--- src/common/tdw_pkg.sv ---
// Package: constants, field layouts and carrier types for the tile debug/config register block
package tdw_pkg;

  // Register numbers, processor status (debug) space
  localparam logic [7:0] TDW_DW_ADDR1_BASE = 8'h50;
  localparam logic [7:0] TDW_DW_ADDR2_BASE = 8'h60;
  localparam logic [7:0] TDW_DW_CTRL_BASE  = 8'h70;
  localparam logic [7:0] TDW_RW_MASK_BASE  = 8'h80;
  localparam logic [7:0] TDW_RW_VALUE_BASE = 8'h90;
  localparam logic [7:0] TDW_RW_CTRL_BASE  = 8'h9C;
  localparam logic [7:0] TDW_SCRATCH_BASE  = 8'h20;

  // Register numbers, tile configuration space
  localparam logic [7:0] TDW_TILE_ID       = 8'h00;
  localparam logic [7:0] TDW_TILE_DESC1    = 8'h01;
  localparam logic [7:0] TDW_TILE_DESC2    = 8'h02;
  localparam logic [7:0] TDW_DBG_PERM      = 8'h04;
  localparam logic [7:0] TDW_DBG_IRQ       = 8'h05;
  localparam logic [7:0] TDW_CLK_DIV       = 8'h06;
  localparam logic [7:0] TDW_SEC_COPY      = 8'h07;

  // Field positions
  localparam int TDW_THR_EN_LSB   = 16;
  localparam int TDW_CTL_EN_BIT   = 0;
  localparam int TDW_CTL_MODE_BIT = 1;
  localparam int TDW_CTL_LOAD_BIT = 2;
  localparam int TDW_IRQ_REQ_BIT  = 0;
  localparam int TDW_IRQ_DBGM_BIT = 1;
  localparam int TDW_CLK_OFF_BIT  = 31;
  localparam int TDW_SEC_TAP_BIT  = 0;
  localparam int TDW_SEC_PLL_BIT  = 4;
  localparam int TDW_SEC_BOOT_BIT = 5;
  localparam int TDW_SEC_RED_BIT  = 7;
  localparam int TDW_SEC_LCK_LSB  = 8;
  localparam int TDW_SEC_LALL_BIT = 12;
  localparam int TDW_SEC_GDBG_BIT = 14;
  localparam int TDW_SEC_WP_BIT   = 31;

  // Writable-bit masks, and the defined-bit mask of the OTP-loaded security word; everything else reads zero
  localparam logic [31:0] TDW_DW_CTRL_WMASK = 32'h00FF0007;
  localparam logic [31:0] TDW_RW_CTRL_WMASK = 32'h00FF0003;
  localparam logic [31:0] TDW_PERM_WMASK    = 32'h00000001;
  localparam logic [31:0] TDW_CLKDIV_WMASK  = 32'h8000FFFF;
  localparam logic [31:0] TDW_SEC_MASK      = 32'h80005FB1;

  // Reset values
  localparam logic [31:0] TDW_CTRL_RST = 32'h00000000;
  localparam logic [31:0] TDW_WORD_RST = 32'h00000000;

  // Debug interrupt cause codes
  localparam logic [2:0] TDW_CAUSE_DATA = 3'h4;
  localparam logic [2:0] TDW_CAUSE_RES  = 3'h5;

  typedef struct packed {
    logic        valid;
    logic        write;
    logic        tile_space;
    logic [7:0]  num;
    logic [31:0] wdata;
  } tdw_cfg_req_t;

  typedef struct packed {
    logic        valid;
    logic        load;
    logic [2:0]  thread;
    logic [31:0] addr;
  } tdw_mem_op_t;

  typedef struct packed {
    logic        valid;
    logic [2:0]  thread;
    logic [31:0] res_id;
  } tdw_res_op_t;

  typedef struct packed {
    logic [2:0]  cause;
    logic [1:0]  watch_num;
    logic [2:0]  thread;
    logic [31:0] data;
  } tdw_dbg_event_t;

endpackage : tdw_pkg

--- src/design/tdw_regs.sv ---
// Tile debug watchpoint and tile configuration register block
`timescale 1ns/1ps
module tdw_regs
  import tdw_pkg::*;
#(
  parameter int          NUM_WATCH  = 4,
  parameter logic [31:0] TILE_ID    = 32'h0000A5A5, // Arbitrary identification value
  parameter logic [7:0]  NUM_CHANEND = 8'h20,
  parameter logic [7:0]  NUM_LOCK    = 8'h04,
  parameter logic [7:0]  NUM_SYNC    = 8'h07,
  parameter logic [7:0]  NUM_CLKBLK  = 8'h06,
  parameter logic [7:0]  NUM_TIMER   = 8'h0A
) (
  input  wire logic           clk,
  input  wire logic           rstn,
  input  tdw_cfg_req_t        cfg_req,
  input  tdw_mem_op_t         mem_op,
  input  tdw_res_op_t         res_op,
  input  wire logic           in_debug_mode,
  input  wire logic           otp_sec_load,
  input  wire logic [31:0]    otp_sec_word,
  output logic                cfg_ack_r,
  output logic                cfg_err_r,
  output logic [31:0]         cfg_rdata_r,
  output logic                dbg_irq_r,
  output tdw_dbg_event_t      dbg_event_r,
  output logic                tile_tick_r,
  output logic                tap_deny_r,
  output logic                pll_boot_deny_r,
  output logic                boot_from_otp_r,
  output logic                otp_redundant_r,
  output logic [3:0]          otp_sector_lock_r,
  output logic                global_debug_deny_r
);

  ////////////////////////////////////////////////////////////////////////////
  // Storage
  logic [31:0] dw_addr1_r [NUM_WATCH];
  logic [31:0] dw_addr2_r [NUM_WATCH];
  logic [31:0] dw_ctrl_r  [NUM_WATCH];
  logic [31:0] rw_mask_r  [NUM_WATCH];
  logic [31:0] rw_value_r [NUM_WATCH];
  logic [31:0] rw_ctrl_r  [NUM_WATCH];
  logic [31:0] scratch_r  [8];
  logic        perm_block_r;
  logic        irq_req_r;
  logic [31:0] clk_div_r;
  logic [31:0] sec_word_r;
  logic [15:0] div_cnt_r;

  // Keeps only the writable bits of a written word
  function automatic logic [31:0] wr_masked(input logic [31:0] d, input logic [31:0] m);
    return d & m;
  endfunction : wr_masked

  // True if the number hits a register within a block of four
  function automatic logic in_block(input logic [7:0] num, input logic [7:0] base);
    return (num >= base) && (num < base + 8'h04);
  endfunction : in_block

  ////////////////////////////////////////////////////////////////////////////
  // Access decode
  logic       wr_dbg;
  logic       wr_tile;
  logic [1:0] widx;
  logic       tile_dbg_target;
  logic       tile_wr_ok;

  assign wr_dbg  = cfg_req.valid && cfg_req.write && !cfg_req.tile_space;
  assign wr_tile = cfg_req.valid && cfg_req.write && cfg_req.tile_space;
  assign widx    = cfg_req.num[1:0];
  // Debug-facing tile registers; the permission register stays writable so it can be undone
  assign tile_dbg_target = (cfg_req.num == TDW_DBG_IRQ) || (cfg_req.num == TDW_CLK_DIV) ||
                           (cfg_req.num[7:3] == TDW_SCRATCH_BASE[7:3]);
  assign tile_wr_ok = wr_tile && !(perm_block_r && tile_dbg_target);

  ////////////////////////////////////////////////////////////////////////////
  // Watchpoint registers
  // address, mask, value writes
  always_ff @(posedge clk or negedge rstn) begin
    if (!rstn) begin
      for (int i = 0; i < NUM_WATCH; i++) begin
        dw_addr1_r[i] <= TDW_WORD_RST;
        dw_addr2_r[i] <= TDW_WORD_RST;
        rw_mask_r[i]  <= TDW_WORD_RST;
        rw_value_r[i] <= TDW_WORD_RST;
      end
    end else if (wr_dbg) begin
      if (in_block(cfg_req.num, TDW_DW_ADDR1_BASE)) begin
        dw_addr1_r[widx] <= cfg_req.wdata;
      end
      if (in_block(cfg_req.num, TDW_DW_ADDR2_BASE)) begin
        dw_addr2_r[widx] <= cfg_req.wdata;
      end
      if (in_block(cfg_req.num, TDW_RW_MASK_BASE)) begin
        rw_mask_r[widx] <= cfg_req.wdata;
      end
      if (in_block(cfg_req.num, TDW_RW_VALUE_BASE)) begin
        rw_value_r[widx] <= cfg_req.wdata;
      end
    end
  end

  // control writes keep only defined bits
  always_ff @(posedge clk or negedge rstn) begin
    if (!rstn) begin
      for (int i = 0; i < NUM_WATCH; i++) begin
        dw_ctrl_r[i] <= TDW_CTRL_RST;
        rw_ctrl_r[i] <= TDW_CTRL_RST;
      end
    end else if (wr_dbg) begin
      if (in_block(cfg_req.num, TDW_DW_CTRL_BASE)) begin
        dw_ctrl_r[widx] <= wr_masked(cfg_req.wdata, TDW_DW_CTRL_WMASK);
      end
      if (in_block(cfg_req.num, TDW_RW_CTRL_BASE)) begin
        rw_ctrl_r[widx] <= wr_masked(cfg_req.wdata, TDW_RW_CTRL_WMASK);
      end
    end
  end

  // Scratch set is shared by both spaces
  always_ff @(posedge clk or negedge rstn) begin
    if (!rstn) begin
      for (int i = 0; i < 8; i++) begin
        scratch_r[i] <= TDW_WORD_RST;
      end
    end else if ((wr_dbg || tile_wr_ok) && cfg_req.num[7:3] == TDW_SCRATCH_BASE[7:3]) begin
      scratch_r[cfg_req.num[2:0]] <= cfg_req.wdata;
    end
  end

  ////////////////////////////////////////////////////////////////////////////
  // Tile configuration registers
  always_ff @(posedge clk or negedge rstn) begin
    if (!rstn) begin
      perm_block_r <= 1'b0;
    end else if (wr_tile && cfg_req.num == TDW_DBG_PERM) begin
      perm_block_r <= cfg_req.wdata[0];
    end
  end

  // request sticks until the core reaches debug mode; a new write wins over the clear
  always_ff @(posedge clk or negedge rstn) begin
    if (!rstn) begin
      irq_req_r <= 1'b0;
    end else if (tile_wr_ok && cfg_req.num == TDW_DBG_IRQ && cfg_req.wdata[TDW_IRQ_REQ_BIT]) begin
      irq_req_r <= 1'b1;
    end else if (in_debug_mode) begin
      irq_req_r <= 1'b0;
    end
  end

  always_ff @(posedge clk or negedge rstn) begin
    if (!rstn) begin
      clk_div_r <= TDW_WORD_RST;
    end else if (tile_wr_ok && cfg_req.num == TDW_CLK_DIV) begin
      clk_div_r <= wr_masked(cfg_req.wdata, TDW_CLKDIV_WMASK);
    end
  end

  // loaded only from OTP; bus writes never reach it
  always_ff @(posedge clk or negedge rstn) begin
    if (!rstn) begin
      sec_word_r <= TDW_WORD_RST;
    end else if (otp_sec_load) begin
      sec_word_r <= otp_sec_word & TDW_SEC_MASK;
    end
  end

  ////////////////////////////////////////////////////////////////////////////
  // Tile clock tick: one pulse every divider+1 cycles
  // tick generation
  always_ff @(posedge clk or negedge rstn) begin
    if (!rstn) begin
      div_cnt_r   <= 16'h0000;
      tile_tick_r <= 1'b0;
    end else if (clk_div_r[TDW_CLK_OFF_BIT]) begin
      div_cnt_r   <= 16'h0000;
      tile_tick_r <= 1'b0;
    end else if (div_cnt_r >= clk_div_r[15:0]) begin
      div_cnt_r   <= 16'h0000;
      tile_tick_r <= 1'b1;
    end else begin
      div_cnt_r   <= div_cnt_r + 16'h0001;
      tile_tick_r <= 1'b0;
    end
  end

  ////////////////////////////////////////////////////////////////////////////
  // Security outputs
  // decoded security controls
  always_ff @(posedge clk or negedge rstn) begin
    if (!rstn) begin
      tap_deny_r          <= 1'b0;
      pll_boot_deny_r     <= 1'b0;
      boot_from_otp_r     <= 1'b0;
      otp_redundant_r     <= 1'b0;
      otp_sector_lock_r   <= 4'h0;
      global_debug_deny_r <= 1'b0;
    end else begin
      tap_deny_r          <= sec_word_r[TDW_SEC_TAP_BIT];
      pll_boot_deny_r     <= sec_word_r[TDW_SEC_PLL_BIT];
      boot_from_otp_r     <= sec_word_r[TDW_SEC_BOOT_BIT];
      otp_redundant_r     <= sec_word_r[TDW_SEC_RED_BIT];
      otp_sector_lock_r   <= sec_word_r[TDW_SEC_LCK_LSB +: 4] |
                             {4{sec_word_r[TDW_SEC_LALL_BIT]}};
      global_debug_deny_r <= sec_word_r[TDW_SEC_GDBG_BIT];
    end
  end

  ////////////////////////////////////////////////////////////////////////////
  // Watchpoint comparison
  logic [NUM_WATCH-1:0] dw_hit;
  logic [NUM_WATCH-1:0] rw_hit;

  always_comb begin
    logic ca;
    logic cb;
    ca = 1'b0;
    cb = 1'b0;
    for (int i = 0; i < NUM_WATCH; i++) begin
      // A: at or above first address, B: at or below second address
      ca = mem_op.addr >= dw_addr1_r[i];
      cb = mem_op.addr <= dw_addr2_r[i];
      dw_hit[i] = mem_op.valid && dw_ctrl_r[i][TDW_CTL_EN_BIT] &&
                  dw_ctrl_r[i][TDW_THR_EN_LSB + int'(mem_op.thread)] &&
                  (mem_op.load == dw_ctrl_r[i][TDW_CTL_LOAD_BIT]) &&
                  (dw_ctrl_r[i][TDW_CTL_MODE_BIT] ? (ca || cb) : (ca && cb));
      rw_hit[i] = res_op.valid && rw_ctrl_r[i][TDW_CTL_EN_BIT] &&
                  rw_ctrl_r[i][TDW_THR_EN_LSB + int'(res_op.thread)] &&
                  (((res_op.res_id & rw_mask_r[i]) == rw_value_r[i]) ^
                   rw_ctrl_r[i][TDW_CTL_MODE_BIT]);
    end
  end

  // Lowest numbered watchpoint wins
  function automatic logic [1:0] lowest(input logic [NUM_WATCH-1:0] v);
    logic [1:0] n;
    n = 2'h0;
    for (int i = NUM_WATCH - 1; i >= 0; i--) begin
      if (v[i]) begin
        n = 2'(i);
      end
    end
    return n;
  endfunction : lowest

  // cause recording; data watch has priority over resource in the same cycle
  always_ff @(posedge clk or negedge rstn) begin
    if (!rstn) begin
      dbg_irq_r   <= 1'b0;
      dbg_event_r <= '0;
    end else if (|dw_hit) begin
      dbg_irq_r   <= 1'b1;
      dbg_event_r <= '{TDW_CAUSE_DATA, lowest(dw_hit), mem_op.thread, mem_op.addr};
    end else if (|rw_hit) begin
      dbg_irq_r   <= 1'b1;
      dbg_event_r <= '{TDW_CAUSE_RES, lowest(rw_hit), res_op.thread, res_op.res_id};
    end else begin
      dbg_irq_r   <= irq_req_r && !in_debug_mode;
      dbg_event_r <= dbg_event_r;
    end
  end

  ////////////////////////////////////////////////////////////////////////////
  // Read mux and answer
  logic [31:0] rd_mux;
  logic        rd_hit;

  always_comb begin
    rd_mux = 32'h00000000;
    rd_hit = 1'b1;
    if (cfg_req.num[7:3] == TDW_SCRATCH_BASE[7:3]) begin
      rd_mux = scratch_r[cfg_req.num[2:0]];
    end else if (cfg_req.tile_space) begin
      unique case (cfg_req.num)
        TDW_TILE_ID:    rd_mux = TILE_ID;
        TDW_TILE_DESC1: rd_mux = {NUM_CHANEND, NUM_LOCK, NUM_SYNC, 8'h00};
        TDW_TILE_DESC2: rd_mux = {16'h0000, NUM_CLKBLK, NUM_TIMER};
        TDW_DBG_PERM:   rd_mux = {31'h00000000, perm_block_r} & TDW_PERM_WMASK;
        TDW_DBG_IRQ:    rd_mux = {30'h00000000, in_debug_mode, irq_req_r};
        TDW_CLK_DIV:    rd_mux = clk_div_r;
        TDW_SEC_COPY:   rd_mux = sec_word_r;
        default:        rd_hit = 1'b0;
      endcase
    end else if (in_block(cfg_req.num, TDW_DW_ADDR1_BASE)) begin
      rd_mux = dw_addr1_r[widx];
    end else if (in_block(cfg_req.num, TDW_DW_ADDR2_BASE)) begin
      rd_mux = dw_addr2_r[widx];
    end else if (in_block(cfg_req.num, TDW_DW_CTRL_BASE)) begin
      rd_mux = dw_ctrl_r[widx];
    end else if (in_block(cfg_req.num, TDW_RW_MASK_BASE)) begin
      rd_mux = rw_mask_r[widx];
    end else if (in_block(cfg_req.num, TDW_RW_VALUE_BASE)) begin
      rd_mux = rw_value_r[widx];
    end else if (in_block(cfg_req.num, TDW_RW_CTRL_BASE)) begin
      rd_mux = rw_ctrl_r[widx];
    end else begin
      rd_hit = 1'b0;
    end
  end

  // Errors flag unmapped numbers, blocked writes and writes to read-only registers
  always_ff @(posedge clk or negedge rstn) begin
    if (!rstn) begin
      cfg_ack_r   <= 1'b0;
      cfg_err_r   <= 1'b0;
      cfg_rdata_r <= 32'h00000000;
    end else begin
      cfg_ack_r   <= cfg_req.valid;
      cfg_err_r   <= cfg_req.valid && (!rd_hit || (wr_tile && !tile_wr_ok) ||
                     (wr_tile && cfg_req.num <= TDW_SEC_COPY &&
                      cfg_req.num != TDW_DBG_PERM && !tile_dbg_target));
      cfg_rdata_r <= (cfg_req.valid && !cfg_req.write) ? rd_mux : 32'h00000000;
    end
  end

  ////////////////////////////////////////////////////////////////////////////
  // Checks
  chk_ctrl_reserved: assert property (
    @(posedge clk) disable iff (!rstn)
    (dw_ctrl_r[0] & ~TDW_DW_CTRL_WMASK) == 32'h0 && (rw_ctrl_r[0] & ~TDW_RW_CTRL_WMASK) == 32'h0)
    else $error("reserved control bits set");
  chk_addr2_write: assert property (
    @(posedge clk) disable iff (!rstn)
    wr_dbg && cfg_req.num == TDW_DW_ADDR2_BASE |=> dw_addr2_r[0] == $past(cfg_req.wdata))
    else $error("second address not stored");
  chk_perm_block: assert property (
    @(posedge clk) disable iff (!rstn)
    perm_block_r && wr_tile && cfg_req.num == TDW_CLK_DIV |=> $stable(clk_div_r))
    else $error("blocked write changed divider");
  chk_irq_request: assert property (
    @(posedge clk) disable iff (!rstn)
    tile_wr_ok && cfg_req.num == TDW_DBG_IRQ && cfg_req.wdata[0] |=> irq_req_r)
    else $error("debug request not raised");
  chk_tick_off: assert property (
    @(posedge clk) disable iff (!rstn)
    clk_div_r[TDW_CLK_OFF_BIT] |=> !tile_tick_r)
    else $error("tick while clock disabled");
  // Divider must hold across the whole period, else the period changes legally
  chk_tick_rate: assert property (
    @(posedge clk) disable iff (!rstn)
    tile_tick_r && clk_div_r == 32'h00000002 ##1 clk_div_r == 32'h00000002 ##1
    clk_div_r == 32'h00000002 |-> !tile_tick_r && !$past(tile_tick_r) ##1 tile_tick_r)
    else $error("tick period wrong");
  chk_sec_readonly: assert property (
    @(posedge clk) disable iff (!rstn)
    !otp_sec_load |=> $stable(sec_word_r))
    else $error("security word changed without OTP load");
  chk_data_cause: assert property (
    @(posedge clk) disable iff (!rstn)
    |dw_hit |=> dbg_irq_r && dbg_event_r.cause == TDW_CAUSE_DATA)
    else $error("data watch cause wrong");
  chk_res_cause: assert property (
    @(posedge clk) disable iff (!rstn)
    !(|dw_hit) && |rw_hit |=> dbg_irq_r && dbg_event_r.cause == TDW_CAUSE_RES)
    else $error("resource watch cause wrong");
  chk_thread_gate: assert property (
    @(posedge clk) disable iff (!rstn)
    |dw_hit && !wr_dbg |=> dw_ctrl_r[dbg_event_r.watch_num][TDW_CTL_EN_BIT] &&
      dw_ctrl_r[dbg_event_r.watch_num][TDW_THR_EN_LSB + int'(dbg_event_r.thread)])
    else $error("watch fired for disabled thread");
  chk_sector_all: assert property (
    @(posedge clk) disable iff (!rstn)
    sec_word_r[TDW_SEC_LALL_BIT] |=> otp_sector_lock_r == 4'hF)
    else $error("lock-all not applied");

endmodule : tdw_regs

--- config.mk ---
export PLATFORM = sky130hd
export DESIGN_NAME = tdw_regs
export DESIGN_NICKNAME = d
export VERILOG_FILES = /design/src/common/tdw_pkg.sv /design/src/design/tdw_regs.sv
export SDC_FILE = /design/constraint.sdc
export NUM_CORES = 2
export LEC_CHECK = 0
export BUFFER_PORTS_ARGS = -buffer_cell sky130_fd_sc_hd__buf_2
export CORE_ASPECT_RATIO = 1.5
export CORE_MARGIN = 2
export CORE_UTILIZATION = 31
export DETAILED_ROUTE_END_ITERATION = 12
export SLEW_MARGIN = 40
export SYNTH_ARGS = -nofsm -noshare
export SYNTH_HDL_FRONTEND = slang
export SYNTH_SLANG_ARGS = --single-unit
--- constraint.sdc ---
create_clock -name clk -period 3.6 [get_ports clk]
set_clock_uncertainty 0.2 [all_clocks]
set_input_delay 0.54 -clock clk [delete_from_list [all_inputs] [get_ports clk]]
set_output_delay 0.54 -clock clk [all_outputs]
set_load 0.005 [all_outputs]
## After elaboration in Yosys (flattened, before gate mapping)

Cells that the tools add are included.
W data, S select, Z words.

- Add/subtract/negate cells: 3
- Order comparisons: 28
- Eq/ne operators: 16
- Muxes and demuxes: 97
- Bitwise gates (word level): 11
- Reductions and logical operators: 85

Operator list:

| cell | number |
|---|---|
| $mux W32 | 25 |
| $bwmux W128 | 6 |
| $bmux W32 S2 | 6 |
| $bwmux W256 | 1 |
| $pmux W32 S7 | 1 |
| $and A32 B32 Y32 | 4 |
| $eq A32 B32 Y1 | 4 |
| $ge A32 B32 Y1 | 4 |
| $le A32 B32 Y1 | 4 |
| $bmux W32 S3 | 1 |
| $demux W32 S3 | 1 |
| $mux W40 | 2 |
| $demux W32 S2 | 1 |
| $logic_and A1 B1 Y1 | 57 |
| $bmux W1 S5 | 8 |
| $mux W1 | 35 |
| $eq A8 B3 Y1 const B | 4 |
| $mux W16 | 2 |
| $ge A8 B7 Y1 const B | 3 |
| $ge A8 B8 Y1 const B | 3 |
| $lt A8 B7 Y1 const B | 3 |
| $lt A8 B8 Y1 const B | 3 |
| $add A16 B1 Y16 const B | 1 |
| $ge A16 B16 Y1 | 1 |
| other kinds (24) | 60 |

- Register bits: 1,155
- Output and inout bits: 85
- Word-level logic and storage cells: 292

## Depth between registers and ports, before layout

- Depth after elaboration: 14
- Depth in mapped cells: 12
- Depth with buffers taken out: 11

## Least setup slack after synthesis

Ideal clock, no wire load.

- Kind: input port to flip-flop
- Start: input port mem_op[0] in the netlist's numbering
- End: register dbg_event_r[10] in the netlist's numbering
- Library setup time: 0.125 ns
- Arrival time: 3.284 ns
- Data required time: 3.275 ns
- Slack: -0.009 ns
- Stages on the path: 12
- Path through: inv_1 -> ha_1 -> nand2b_1 -> a2111oi_0 -> nor4_1 -> o31a_1 -> nor4_2 -> maj3_1 -> nor3_1 -> nor4_4 -> buf_6 -> mux2_4

- Longest elaborated chain between the ends: 6

Ends and longest elaborated chain:

| item | line | source |
|---|---|---|
| start, declared | tdw_regs.sv:17 | `input tdw_mem_op_t mem_op,` |
| $ge A32 B32 Y1 / $le A32 B32 Y1 (equally long branches) | tdw_regs.sv:223, tdw_regs.sv:224 |  |
| $logic_and A1 B1 Y1 / $logic_or A1 B1 Y1 (equally long branches) | tdw_regs.sv:228 | `(dw_ctrl_r[i][TDW_CTL_MODE_BIT] ? (ca \|\| cb) : (ca && cb));` |
| $mux W1 | tdw_regs.sv:228 |  |
| $logic_and A1 B1 Y1 | tdw_regs.sv:227 | `(mem_op.load == dw_ctrl_r[i][TDW_CTL_LOAD_BIT]) &&` |
| $reduce_or A4 Y1 (*) | tdw_regs.sv:253 | `end else if (\|dw_hit) begin` |
| $mux W40 / $reduce_bool A2 Y1 (equally long branches) | - |  |
| end signal, assigned | tdw_regs.sv:255 | `dbg_event_r <= '{TDW_CAUSE_DATA, lowest(dw_hit), mem_op.thread, mem_op.addr};` |
| end signal, assigned | tdw_regs.sv:258 | `dbg_event_r <= '{TDW_CAUSE_RES, lowest(rw_hit), res_op.thread, res_op.res_id};` |
| end signal, assigned | tdw_regs.sv:261 | `dbg_event_r <= dbg_event_r;` |
| end, declared | tdw_regs.sv:26 | `output tdw_dbg_event_t dbg_event_r,` |

Mark *: on every way between the ends. The rest lies on a longest branch, timed or not.
A chain may end at the register's enable or synchronous reset.

## Worst setup path in the final report

- Start: register dw_addr1_r[83] in the netlist's numbering
- End: register dbg_event_r[27] in the netlist's numbering

- Longest elaborated chain between the ends: 6

Ends and longest elaborated chain:

| item | line | source |
|---|---|---|
| start, declared | tdw_regs.sv:38 | `logic [31:0] dw_addr1_r [NUM_WATCH];` |
| start signal, assigned by index | tdw_regs.sv:90 | `dw_addr1_r[widx] <= cfg_req.wdata;` |
| $ge A32 B32 Y1 (*) | tdw_regs.sv:223 | `ca = mem_op.addr >= dw_addr1_r[i];` |
| $logic_and A1 B1 Y1 / $logic_or A1 B1 Y1 (equally long branches) | tdw_regs.sv:228 |  |
| $mux W1 (*) | tdw_regs.sv:228 |  |
| $logic_and A1 B1 Y1 (*) | tdw_regs.sv:227 |  |
| $reduce_or A4 Y1 (*) | tdw_regs.sv:253 |  |
| $mux W40 / $reduce_bool A2 Y1 (equally long branches) | - |  |

Marks and branches as above.

==> key figures <==
Run status
  • Status: finished, violations left
  • Failing checks: setup timing

Timing
  • Final hold violations: 0
  • Shortest period the worst path allows: ~3.7 ns
  • Worst slew pin tran: about 0.84 ns
  • Hold Slack: 0.0319 ns
  • Final worst-path cycle share: 1.04
  • Final setup vio count: 35
  • Max_slew headroom: 0.437
  • Max Clk Rate: about 0.27 GHz
  • Setup TNS: -3.47 ns
  • Min setup slack post-route: -0.129 ns
  • RSZ-0062 raised after global routing: yes
  • Fin. max-slew vios: 0

Drt
  • DRT iter0 DRCs: between 2k and 3k
  • DR vias: roughly 39k
  • Initial DRT Pass Iterations: 5
  • Number of nets still failing antenna checks after routing: 0
  • Vias per cell: around 5.5
  • DRC: 0
  • Avg WL per Cell: between 20 and 30 um
  • Overall routed net length: a little under 200 mm

Setup path
  • CP endpoint kind: flop
  • CP Launch Point: dw_addr1_r[83]$_DFFE_PN0P_
  • R2R Path Start: dw_addr1_r[83]$_DFFE_PN0P_
  • Worst-path cell chain: inv_1 > ha_4 > nand4_1 > or4_4 > a21oi_2 > o31a_1 > nor4_2 > maj3_2 > nor3_4 > nor4_4 > buf_6 > buf_16 > mux2_4
  • Reg-to-Reg End: dbg_event_r[27]$_DFFE_PN0P_
  • Critical path arrival: 4.12 ns
  • FF-to-FF setup slack: -0.13 ns
  • Max FO, Critical Path: 8
  • Crit-path slowest cell: or4_4
  • Crit path required time: roughly 4.0 ns
  • Worst Reg2Reg Path Length in Cells: 13
  • Crit Path Category: flop to flop
  • Worst Setup EP: dbg_event_r[27]$_DFFE_PN0P_
  • Worst setup SP type: flop
  • CP max stage delay: approximately 0.64 ns

Finish
  • Area grow syn2layout: 20.9%
  • Nets: 5178
  • Fill count: around 16k
  • Post-route cell area: 64700 um^2
  • Final Core Density: 0.377
  • Share of layout cells above drive strength 1: 0.441

Synth
  • Synth unique cells: 72
  • Number of synthesized flops with an enable pin: 0
  • Mapped Area: between 50000 and 60000 um^2
  • Fraction of registers with async set/reset: 1.00
  • Cell count after synthesis: between 4k and 5k
  • Synth area leaders: dfrtp_1, mux2_2, mux4_2
  • Sequential fraction of the synthesis area: 0.459
  • Largest family of logic cells by synthesized area: multiplexers
  • Seq cells post-synth: 982
  • Yosys top cell area share: 0.459
  • Yosys Warn Count: 0
  • Simple-gate share of the synthesized area: 0.0554
  • Mean Syn Cell Area: between 10 and 15 um^2
  • Mux cell area share after synthesis: 0.304
  • Most used DFF post-synth: dfrtp_1
  • Cell taking the most area after synthesis: dfrtp_1
  • Xor and xnor area share after synthesis: 0.00294
  • Complex-gate fraction of the synthesized area: 0.0752
  • Area share of fa/ha/maj cells after synthesis: 0.0640
  • Syn Nets: approximately 4.6k

CTS
  • Clock latency on the worst-skew pair: ~0.74 ns
  • CTS tree: done
  • CTS root buffer: clkbuf_16
  • CTS clk-pin slew, worst paths: 0.06 ns
  • Total CTS buffers: 98
  • Longest Clk Path Bufs: 3
  • CTS H-tree lvls: 3
  • Clock sinks: between 900 and 1k

Hold path
  • Min-Delay Path Class: input pin to flop

Global route
  • Met2 Use GR: 0.374
  • GR Layer Usage met3: 0.0409
  • First-pass GRT wire length: 283 mm
  • Initial antenna violation count: 37
  • GRT Util Overall: 0.221
  • Number of global-route vias before repair: between 40k and 50k
  • Largest net degree at the start of global routing: about 100
  • Total congestion overflow: 0
  • Global routing usage on met1: 0.264
  • Gr busiest metal: met2

Floorplan
  • Core area: approximately 170000 um^2
  • Die area: 176000 um^2
  • Die width: about 340 um
  • Rows: approximately 190
  • I/O pins: around 240
  • Die H: 513 um
  • Initial Utilization: 0.312

Pwr
  • Leakage power: 31.0 nW
  • VDD IR max: approximately 0.00034 V
  • Pwr Density: about 400 nW/um^2
  • Total design power: about 0.025 W

Flow run
  • Max Cap Viol: 0

Place
  • Post-DP HPWL: approximately 140 mm
  • Gpl congestion: between 0.9 and 1
  • IO Port Bufs: between 200 and 250
  • Cell area after placement: roughly 61000 um^2
[worst min-delay path by stage]
stage | start | endpoint | slack (ns) | cells past startpoint
2_1_floorplan | rstn | boot_from_otp_r$_DFF_PN0_ | 0.04 | 0
5_1_grt | mem_op[30] | dbg_event_r[30]$_DFFE_PN0P_ | 0.05 | 3
4_1_cts | mem_op[15] | dbg_event_r[15]$_DFFE_PN0P_ | 0.01 | 2
3_5_place_dp | sec_word_r[14]$_DFFE_PN0P_ | global_debug_deny_r$_DFF_PN0_ | 0.24 | 0
6_report | mem_op[15] | dbg_event_r[15]$_DFFE_PN0P_ | 0.03 | 2
3_3_place_gp | sec_word_r[14]$_DFFE_PN0P_ | global_debug_deny_r$_DFF_PN0_ | 0.23 | 0
[cell type report]
cell class | instances | area [um^2] | area share
clock buffers | 136 | 2900 | 0.0448
inverters | 274 | 1030 | 0.0159
well taps | 2256 | 2820 | 0.0436
repair buffers | 724 | 5480 | 0.0846
diodes | 14 | 35.0 | 0.000541
clock inverters | 37 | 569 | 0.00879
multi-input cells | 2673 | 27300 | 0.422
flip-flops and latches | 982 | 24600 | 0.380
[worst max-delay path, delay by kind of cell, from the launching register on]
family | cells | cell delay [ns]
and+or+nand+nor | 5 | 1.30
adders and majority gates | 2 | 0.63
buffers and inverters | 3 | 0.42
DFF | 1 | 0.35
AOI/OAI and AO/OA | 2 | 0.35
muxes | 1 | 0.31
[per-stage QoR]
step,instances,setup WS (ns)
after floorplan,4200,0.0133
after global placement,6871,-0.647
after detailed placement,6871,-0.646
after CTS,7071,-0.0994
after global routing,7088,-0.193
final,7096,-0.129
[placed cells by master, fill, tap and decap left out, types with 36 or more instances in the layout]
cell type / instances
mux2_2: 913
nand3_1: 73
inv_1: 270
ha_1: 267
clkbuf_16: 103
a211oi_1: 47
a21o_1: 60
and3_1: 69
a21boi_0: 36
o21ai_0: 59
buf_4: 453
nor2_1: 97
o22a_1: 36
nand4_1: 65
nand2_1: 88
buf_2: 209
mux4_2: 230
a22oi_1: 67
a21oi_1: 221
dfrtp_1: 982
[layer usage]
| metal | routed length (um) | share of wire |
|---|---|---|
| met1 | 75800 | 0.39 |
| met5 | 251 | 0.0013 |
| met2 | 96300 | 0.49 |
| met4 | 11800 | 0.060 |
| met3 | 12400 | 0.063 |
[where the power goes]
group	switching, W	internal, W	leakage, nW
Sequential	0.000205	0.0113	13.5
Clock	0.00465	0.00660	1.70
Combinational	0.00150	0.00105	15.7
Total	0.00636	0.0189	31.0
[cells by family (layout without fill, tap and decap cells)]
group	after synthesis	in the layout
AO/OA/AOI/OAI	621	621
XOR/XNOR	18	18
adder cells (fa/ha/maj)	274	274
buffers and inverters	545	1171
flip-flops	982	982
multiplexers	1211	1211
other	1	15
AND/OR/NAND/NOR	548	548
[state kept, by name, summed over array words and instances (netlist names)]
name                 cells
cfg_rdata_r             32
sec_word_r              11
dw_ctrl_r               44
rw_ctrl_r               40
otp_redundant_r          1
tap_deny_r               1
global_debug_deny_r      1
div_cnt_r               16
tile_tick_r              1
dw_addr2_r             128
cfg_err_r                1
irq_req_r                1
scratch_r              256
otp_sector_lock_r        4
boot_from_otp_r          1
dbg_irq_r                1
rw_value_r             128
cfg_ack_r                1
perm_block_r             1
dbg_event_r             39
clk_div_r               17
rw_mask_r              128
pll_boot_deny_r          1
dw_addr1_r             128
[cell usage after synthesis, types with 10 or more instances]
| library cell | instances |
|---|---|
| dfrtp_1 | 982 |
| mux2_2 | 919 |
| inv_1 | 274 |
| ha_1 | 273 |
| mux4_2 | 230 |
| a21oi_1 | 225 |
| clkbuf_1 | 195 |
| nor2_1 | 103 |
| nand2_1 | 92 |
| nand3_1 | 89 |
| and3_1 | 69 |
| a22oi_1 | 67 |
| nand4_1 | 65 |
| o21ai_0 | 62 |
| a21o_1 | 60 |
| a211oi_1 | 53 |
| buf_1 | 52 |
| a21boi_0 | 36 |
| o22a_1 | 36 |
| mux2i_1 | 34 |
| and3b_1 | 33 |
| mux2_4 | 28 |
| buf_2 | 20 |
| nor3_1 | 16 |
| nor2b_1 | 14 |
| nor4_1 | 14 |
| a221oi_1 | 10 |
| nand2b_1 | 10 |
| o211ai_1 | 10 |
| xnor2_1 | 10 |
[timing repair]
action / in CTS / in global routing
hold buffers: 21 / 0
endpoints found under the hold margin: 48 / 0
endpoints found under the setup margin: 37 / 40
pin swaps: 10 / 21
cloned: 2 / 2
resized for setup: 33 / 36
setup buffers: 4 / 10
No activity file was read; power rests on OpenSTA's default activity.
